===== src/design/aeq_pkg.sv =====
// Package for the adaptive equalizer search controller.
// Assumes a single 10 MHz clock domain and a byte-wide register port.
package aeq_pkg;

  // ----------------------------------------------------------------------
  // Register offsets
  // ----------------------------------------------------------------------
  localparam logic [7:0] AEQ_OFF_ERR_SEL  = 8'h42;
  localparam logic [7:0] AEQ_OFF_CTRL     = 8'hD2;
  localparam logic [7:0] AEQ_OFF_STATUS   = 8'hD3;
  localparam logic [7:0] AEQ_OFF_LIMITS   = 8'hD5;

  // ----------------------------------------------------------------------
  // Field positions
  // ----------------------------------------------------------------------
  localparam int AEQ_CTRL_RESTART_BIT   = 3;
  localparam int AEQ_CTRL_FLOOR_EN_BIT  = 2;
  localparam int AEQ_CTRL_AUTO_DIS_BIT  = 7;
  localparam int AEQ_CTRL_DWELL_LSB     = 0;
  localparam int AEQ_ERRSEL_CDR_BIT     = 0;
  localparam int AEQ_ERRSEL_ENC_BIT     = 1;
  localparam int AEQ_ERRSEL_PAR_BIT     = 2;
  localparam int AEQ_ERRSEL_THR_LSB     = 4;

  // ----------------------------------------------------------------------
  // Reset values
  // ----------------------------------------------------------------------
  localparam logic [7:0] AEQ_RST_ERR_SEL  = 8'h27;
  localparam logic [7:0] AEQ_RST_CTRL     = 8'h00;
  localparam logic [7:0] AEQ_RST_LIMITS   = 8'hF0;

  // ----------------------------------------------------------------------
  // Timing and counter width
  // ----------------------------------------------------------------------
  localparam int AEQ_DWELL_BASE_CYCLES  = 65536;
  localparam int AEQ_ERR_CNT_W          = 8;

  typedef struct packed {
    logic cdr_err;
    logic enc_err;
    logic par_err;
  } aeq_err_t;

  typedef struct packed {
    logic       wr;
    logic       rd;
    logic [7:0] addr;
    logic [7:0] wdata;
  } aeq_reg_req_t;

endpackage


===== src/design/aeq_dwell_timer.sv =====
// Dwell timer for the equalizer search.
// Assumes one clock; counts clock cycles and flags half and full dwell.
`timescale 1ns/10ps
module aeq_dwell_timer
  import aeq_pkg::*;
#(
  parameter int BASE_CYCLES = AEQ_DWELL_BASE_CYCLES
) (
  // Clock and reset
  input  wire logic       clock,
  input  wire logic       reset,
  // Control
  input  wire logic       start,
  input  wire logic [1:0] scale,
  // Status
  output logic            half_done,
  output logic            full_done
);

  // ----------------------------------------------------------------------
  // Counter
  // ----------------------------------------------------------------------
  logic [19:0] count;
  logic [19:0] next_count;
  logic [19:0] span;

  always_comb begin
    span = 20'(BASE_CYCLES) << scale;
    next_count = start ? 20'h00001 : count + 20'h00001;
  end

  always_ff @(posedge clock or posedge reset) begin
    if (reset) begin
      count <= 20'h00000;
    end else begin
      count <= next_count;
    end
  end

  // Compare with >= so a shorter dwell written mid-count still ends the wait,
  // instead of stalling the search until the counter wraps.
  assign half_done = (count >= (span >> 1));
  assign full_done = (count >= span);

endmodule


===== src/design/aeq_err_counter.sv =====
// Error accumulator used to score one equalizer setting.
// Assumes error strobes are already in the clock domain.
`timescale 1ns/10ps
module aeq_err_counter
  import aeq_pkg::*;
#(
  parameter int W = AEQ_ERR_CNT_W
) (
  // Clock and reset
  input  wire logic         clock,
  input  wire logic         reset,
  // Control
  input  wire logic         clear,
  input  wire logic         enable,
  input  wire logic         err_hit,
  // Result
  output logic [W-1:0]      count
);

  logic [W-1:0] next_count;

  // Saturates so a noisy setting cannot wrap back to a small score.
  always_comb begin
    next_count = count;
    if (clear) begin
      next_count = '0;
    end else if (enable && err_hit && (count != {W{1'b1}})) begin
      next_count = count + W'(1);
    end
  end

  always_ff @(posedge clock or posedge reset) begin
    if (reset) begin
      count <= '0;
    end else begin
      count <= next_count;
    end
  end

endmodule


===== src/design/aeq_search_ctrl.sv =====
// Adaptive equalizer search controller for one receive port.
// Assumes a byte register port from the local control logic and
// lock and error inputs from the receiver, the receiver pins asynchronous to clock.
`timescale 1ns/10ps
module aeq_search_ctrl
  import aeq_pkg::*;
#(
  parameter int DWELL_CYCLES = AEQ_DWELL_BASE_CYCLES
) (
  // Clock and reset
  input  wire logic          clock,
  input  wire logic          reset,
  input  wire logic          digital_logic_reset,
  // Register port
  input  wire aeq_reg_req_t  reg_req,
  output logic [7:0]         reg_rdata,
  // Receiver status pins
  input  wire logic          cdr_lock_pin,
  input  wire logic          compat_ser_pin,
  input  wire aeq_err_t      err_pin,
  // Equalizer drive
  output logic [3:0]         eq_gain,
  output logic               eq_locked
);

  // ----------------------------------------------------------------------
  // Input synchronisers
  // ----------------------------------------------------------------------
  logic [4:0] sync1;
  logic [4:0] sync2;

  always_ff @(posedge clock or posedge reset) begin
    if (reset) begin
      sync1 <= 5'h00;
      sync2 <= 5'h00;
    end else begin
      sync1 <= {cdr_lock_pin, compat_ser_pin, err_pin};
      sync2 <= sync1;
    end
  end

  logic     lock_s;
  logic     compat_s;
  aeq_err_t err_s;
  assign lock_s   = sync2[4];
  assign compat_s = sync2[3];
  assign err_s    = aeq_err_t'(sync2[2:0]);

  // ----------------------------------------------------------------------
  // Registers
  // ----------------------------------------------------------------------
  logic [7:0] err_sel;
  logic [7:0] ctrl;
  logic [7:0] limits;
  logic [7:0] next_err_sel;
  logic [7:0] next_ctrl;
  logic [7:0] next_limits;
  logic       restart_req;

  function automatic logic hit(input logic [7:0] a, input logic [7:0] off);
    hit = (a == off);
  endfunction

  always_comb begin
    next_err_sel = err_sel;
    next_ctrl    = ctrl;
    next_limits  = limits;
    restart_req  = 1'b0;
    if (reg_req.wr) begin
      if (hit(reg_req.addr, AEQ_OFF_ERR_SEL)) begin
        next_err_sel = reg_req.wdata;
      end
      if (hit(reg_req.addr, AEQ_OFF_CTRL)) begin
        next_ctrl = reg_req.wdata;
        next_ctrl[AEQ_CTRL_RESTART_BIT] = 1'b0;
        restart_req = reg_req.wdata[AEQ_CTRL_RESTART_BIT];
      end
      if (hit(reg_req.addr, AEQ_OFF_LIMITS)) begin
        next_limits = reg_req.wdata;
      end
    end
  end

  always_ff @(posedge clock or posedge reset) begin
    if (reset) begin
      err_sel <= AEQ_RST_ERR_SEL;
      ctrl    <= AEQ_RST_CTRL;
      limits  <= AEQ_RST_LIMITS;
    end else begin
      err_sel <= next_err_sel;
      ctrl    <= next_ctrl;
      limits  <= next_limits;
    end
  end

  logic [3:0] ceiling;
  logic [3:0] floor_val;
  logic [3:0] min_gain;
  logic       floor_en;
  logic [3:0] threshold;
  logic [1:0] dwell_sel;
  logic       auto_off;

  assign ceiling   = limits[7:4];
  assign floor_val = limits[3:0];
  assign floor_en  = ctrl[AEQ_CTRL_FLOOR_EN_BIT];
  assign min_gain  = floor_en ? floor_val : 4'h0;
  assign threshold = err_sel[AEQ_ERRSEL_THR_LSB +: 4];
  assign dwell_sel = ctrl[AEQ_CTRL_DWELL_LSB +: 2];
  assign auto_off  = ctrl[AEQ_CTRL_AUTO_DIS_BIT];

  // ----------------------------------------------------------------------
  // Dwell timer and error scoring
  // ----------------------------------------------------------------------
  logic       tmr_start;
  logic       half_done;
  logic       full_done;
  logic [7:0] err_count;
  logic       err_hit;
  logic       err_window;
  logic       next_err_window;

  aeq_dwell_timer #(
    .BASE_CYCLES (DWELL_CYCLES)
  ) u_timer (
    .clock     (clock),
    .reset     (reset),
    .start     (tmr_start),
    .scale     (dwell_sel),
    .half_done (half_done),
    .full_done (full_done)
  );

  assign err_hit = (err_s.cdr_err & err_sel[AEQ_ERRSEL_CDR_BIT])
                 | (err_s.enc_err & err_sel[AEQ_ERRSEL_ENC_BIT])
                 | (err_s.par_err & err_sel[AEQ_ERRSEL_PAR_BIT]);

  aeq_err_counter #(
    .W (8)
  ) u_errs (
    .clock   (clock),
    .reset   (reset),
    .clear   (tmr_start),
    .enable  (err_window),
    .err_hit (err_hit),
    .count   (err_count)
  );

  // Counting stops at half dwell so the first half scores the setting.
  always_comb begin
    next_err_window = err_window;
    if (tmr_start) begin
      next_err_window = 1'b1;
    end else if (half_done) begin
      next_err_window = 1'b0;
    end
  end

  logic too_many_errs;
  assign too_many_errs = (err_count > {4'h0, threshold});

  // ----------------------------------------------------------------------
  // Search state machine
  // ----------------------------------------------------------------------
  typedef enum logic [2:0] {
    ST_DWELL = 3'b001,
    ST_HOLD  = 3'b010,
    ST_START = 3'b100
  } aeq_state_t;

  aeq_state_t state;
  aeq_state_t next_state;
  logic [3:0] gain;
  logic [3:0] next_gain;
  logic       auto_done;
  logic       next_auto_done;
  logic       lock_good;

  assign lock_good = lock_s && !too_many_errs;

  function automatic logic [3:0] step_gain(input logic [3:0] g, input logic [3:0] hi,
                                           input logic [3:0] lo);
    step_gain = (g >= hi) ? lo : g + 4'h1;
  endfunction

  always_comb begin
    next_state     = state;
    next_gain      = gain;
    next_auto_done = auto_done;
    tmr_start      = 1'b0;
    case (state)
      ST_START: begin
        next_gain  = min_gain;
        tmr_start  = 1'b1;
        next_state = ST_DWELL;
      end
      ST_DWELL: begin
        if (full_done) begin
          if (lock_good) begin
            if (!auto_done && compat_s && !auto_off) begin
              next_auto_done = 1'b1;
              next_state     = ST_START;
            end else begin
              next_state = ST_HOLD;
            end
          end else begin
            next_gain = step_gain(gain, ceiling, min_gain);
            tmr_start = 1'b1;
          end
        end
      end
      ST_HOLD: begin
        if (!lock_s) begin
          next_gain  = step_gain(gain, ceiling, min_gain);
          tmr_start  = 1'b1;
          next_state = ST_DWELL;
        end
      end
      default: begin
        next_state = ST_START;
      end
    endcase
    if (restart_req || digital_logic_reset) begin
      next_state = ST_START;
    end
  end

  always_ff @(posedge clock or posedge reset) begin
    if (reset) begin
      state      <= ST_START;
      gain       <= 4'h0;
      auto_done  <= 1'b0;
      err_window <= 1'b0;
    end else begin
      state      <= next_state;
      gain       <= next_gain;
      auto_done  <= next_auto_done;
      err_window <= next_err_window;
    end
  end

  assign eq_gain   = gain;
  assign eq_locked = (state == ST_HOLD);

  // ----------------------------------------------------------------------
  // Read data
  // ----------------------------------------------------------------------
  logic [7:0] next_rdata;

  always_comb begin
    next_rdata = 8'h00;
    if (hit(reg_req.addr, AEQ_OFF_ERR_SEL)) begin
      next_rdata = err_sel;
    end else if (hit(reg_req.addr, AEQ_OFF_CTRL)) begin
      next_rdata = ctrl;
    end else if (hit(reg_req.addr, AEQ_OFF_STATUS)) begin
      next_rdata = {eq_locked, 3'h0, gain};
    end else if (hit(reg_req.addr, AEQ_OFF_LIMITS)) begin
      next_rdata = limits;
    end
  end

  always_ff @(posedge clock or posedge reset) begin
    if (reset) begin
      reg_rdata <= 8'h00;
    end else if (reg_req.rd) begin
      reg_rdata <= next_rdata;
    end
  end
endmodule


===== config.mk =====
export PLATFORM = sky130hd
export DESIGN_NAME = aeq_search_ctrl
export DESIGN_NICKNAME = d
export VERILOG_FILES = /design/src/design/aeq_pkg.sv /design/src/design/aeq_dwell_timer.sv /design/src/design/aeq_err_counter.sv /design/src/design/aeq_search_ctrl.sv
export SDC_FILE = /design/constraint.sdc
export NUM_CORES = 1
export LEC_CHECK = 0
export BUFFER_PORTS_ARGS = -buffer_cell sky130_fd_sc_hd__buf_2
export CORE_AREA = 5 5 90 92
export DETAILED_ROUTE_END_ITERATION = 8
export DIE_AREA = 0 0 95 97
export PLACE_DENSITY = 0.8
export SETUP_SLACK_MARGIN = 0.02
export SKIP_CTS_REPAIR_TIMING = 1
export SLEW_MARGIN = 20
export SYNTH_ARGS = -nofsm -noshare
export SYNTH_HDL_FRONTEND = slang
export SYNTH_SLANG_ARGS = --single-unit

===== constraint.sdc =====
create_clock -name clock -period 2.75 [get_ports clock]
set_input_delay 0.275 -clock clock [delete_from_list [all_inputs] [get_ports clock]]
set_output_delay 0.275 -clock clock [all_outputs]
set_load 0.01 [all_outputs]

==> run summary <==
Port Buffers - 38
CP required - 3.04 ns
Area Growth Syn to Fin - 13.4%
Final WL - 8910 um
CTS sink cnt - 78
P_sw - 0.000774 W
Design area - 4650 um2
Htree depth - 3
Slowest CP cell - dfrtp_1
Pre-Repair DR Iteration Count - 4
Rel. slew slack - 52.1%
Net count after synthesis - 428
CP startpoint - ctrl[0]
Hold EP - sync1[1]
Async S/R FF share, synth - 100%
Clock latency on the worst-skew pair - 0.36 ns
CTS max path bufs - 2
YS warnings - 0
Layout cells sized above 1 - 25.4%
RePlAce Congestion - 0.849
Sw Share - 28.5%
Skew final - 0.0155 ns
Max-cap check violation count - 0
Syn avg cell area - 10.7 um2
Diode count - 0
CP Cell Sequence - or2_2 > ha_1 > o21ai_0 > a221oi_2 > nor2_1 > a21oi_4 > buf_4 > a31o_2
Fin. Hold Viols - 0
Initial antenna violation count - 0
First DRT Iteration DRCs - 254
Crit Path Max Fanout - 21
RSZ-0062 raised after global routing - false
Filler Cells Inserted - 603
Hold Crit Class - input port to register
Status - completed
Sequential fraction of design power - 48.4%
Cell Area, Placed - 4410 um2
Critical Path Start Type - register
DRC - 0
Post-route ant nets - 0
Reg clk slew, reported paths - 0.09 ns
Vias per inst - 5.75
Count of flip-flops with a built-in enable after synthesis - 0
Setup CP Type - register to register
RR Startpoint - ctrl[0]
Final setup viols - 0
I/O pin total - 39
Vias in the first global route - 3223
CTS buffer count - 9
Fin. max-slew vios - 0
Die H - 97 um
WL per Instance - 16.7 um
Hold depth - 1
Row count - 31
Worst-margin pin slew - 0.716 ns
Worst vdd ir - 0.582 mV
R2R Path End - err_window
Min-delay src - err_pin[1]
First-pass GRT wire length - 14900 um
Final Cycle Share - 91.5%
Clock root buffer master - clkbuf_8
CP Capture Type - register
Pwr/cell area - 584 nW/um2
Post-Synthesis Cells - 382
Via count - 3058
Starting Density - 57.5%
Register area share after synthesis - 47.9%
Critical path's largest stage delay - 0.44 ns
Reg2Reg Setup Slack - 0.23 ns
Final net count - 474
Pin count of the biggest net entering global routing - 34
Congestion Overflow GR - 0
Cell depth of the worst flop-to-flop path - 8
Setup_tns - 0 ns
Power share of the combinational group - 15.3%
Clk pwr share - 36.3%
Die area - 9220 um2
Global router's overall resource usage - 20.6%
HPWL after DPL - 6430 um
Fin crit period - 2.52 ns
CTS tree - built
Synth Register Bits - 78
Static Leak - 2.03 nW
Ys flop type - dfrtp_1
Synth unique cells - 61
FMAX - 397 MHz
Pint - 0.00194 W
Die Span X - 95 um
Critical Path AT - 2.81 ns
Mapped cell area - 4100 um2
Core ar. - 7140 um2
==> flip-flops by register name, summed over array words and instances (netlist names) <==
name           cells
auto_done          1
ctrl               7
eq_gain            4
err_sel            8
err_window         1
limits             8
reg_rdata          8
state              3
sync1              5
sync2              5
u_errs.count       8
u_timer.count     20
==> stage by stage <==
stage	hold slack (ns)	util, %	power [W]	cells	worst slack, ns
CTS	-0.0393	65.0	0.00273	531	0.261
floorplan	0.306	-	0.00161	382	0.495
detailed placement	0.336	61.8	0.00174	515	0.290
global placement	0.334	61.8	0.00172	515	0.392
global route	0.00793	65.1	0.00283	532	0.0851
finish	0.00784	65.1	0.00271	532	0.234
==> worst max-delay path, delay by kind of cell (launching register included) <==
kind	cells	cell delay [ns]
AO/OA/AOI/OAI	4	0.91
adder cells (fa/ha/maj)	1	0.28
buffers and inverters	1	0.32
flip-flops	1	0.44
AND/OR/NAND/NOR	2	0.49
==> cells in the mapped netlist, types with 5 or more instances <==
master | number | area share, %
a22o_1 | 5 | 1.1
inv_1 | 23 | 2.1
nand3_1 | 13 | 1.6
xnor2_1 | 17 | 3.6
ha_1 | 20 | 6.1
a22oi_1 | 6 | 1.1
nand2b_1 | 5 | 0.76
dfstp_2 | 9 | 5.8
o21ai_0 | 15 | 1.8
nand2_1 | 22 | 2.0
nor2_1 | 40 | 3.7
and2_1 | 5 | 0.76
mux2_2 | 23 | 6.3
dfrtp_1 | 69 | 42
a21oi_1 | 7 | 0.85
o21a_1 | 5 | 0.92
and3_1 | 5 | 0.76
xor2_1 | 9 | 1.9
nor3_1 | 7 | 0.85
==> power by group through the flow <==
stage	Sequential, W	Combinational [W]	Clock [W]
final	0.00131	0.000415	0.000986
after floorplan	0.00131	0.000296	0
after detailed placement	0.00133	0.000411	0
after CTS	0.00131	0.000415	0.00100
after global routing	0.00132	0.000463	0.00105
after global placement	0.00133	0.000392	0
==> worst max path at each step <==
stage / endpoint / slack, ns / depth (start not counted)
6_report: err_window / 0.23 / 8
5_1_grt: u_timer.count[8] / 0.09 / 8
4_1_cts: err_window / 0.26 / 8
3_5_place_dp: u_timer.count[18] / 0.29 / 8
3_3_place_gp: u_timer.count[13] / 0.39 / 8
2_1_floorplan: auto_done / 0.49 / 1
==> cell families (layout without fill, tap and decap cells) <==
kind of cell    Yosys count  count (layout)  share of synthesized area, %
compound gates           67              67                          12.5
flops                    78              78                          47.9
mux                      27              27                          7.41
xor+xnor                 26              26                          5.55
buf+inv                  31              82                          3.02
fa+ha+maj                20              20                          6.10
simple gates            133             133                          17.5
==> routing by layer <==
layer / GRT usage [%] / up-vias / wire length, um
li1: - / 1461 / -
met1: 27.2 / 1495 / 3980
met2: 33.1 / 84 / 4320
met3: 3.49 / 18 / 415
met4: 8.44 / 0 / 195
met5: 0 / - / 0
==> placed cells by master (no fill, tap or decap), types with 3 or more instances in the layout <==
cell	n
nand4_1	4
and3_1	5
nand3_1	13
nor3b_1	3
nor2b_1	4
inv_1	22
o211ai_1	3
nor2_1	40
nand2_1	22
clkbuf_8	10
mux2i_1	3
buf_2	38
a22oi_1	6
a21oi_1	7
and2_1	5
nand2b_1	5
xnor2_1	17
o21a_1	5
o21ai_0	15
a22o_1	5
dfstp_2	9
o221ai_1	4
and4_1	4
ha_1	20
nor4_1	3
or2_2	4
buf_4	4
dfrtp_1	69
nor3_1	7
mux2_2	23
xor2_1	9
==> cell type report <==
type	count	area, um2	area share [%]
multi-input combinational	273	2010	43.3
inverter	23	86.3	1.86
sequential	78	1960	42.2
timing repair buffer	43	230	4.95
clock buffer	10	138	2.96
clock inverter	6	93.8	2.02
tap	99	124	2.66
No activity file was read; power rests on OpenSTA's default activity.
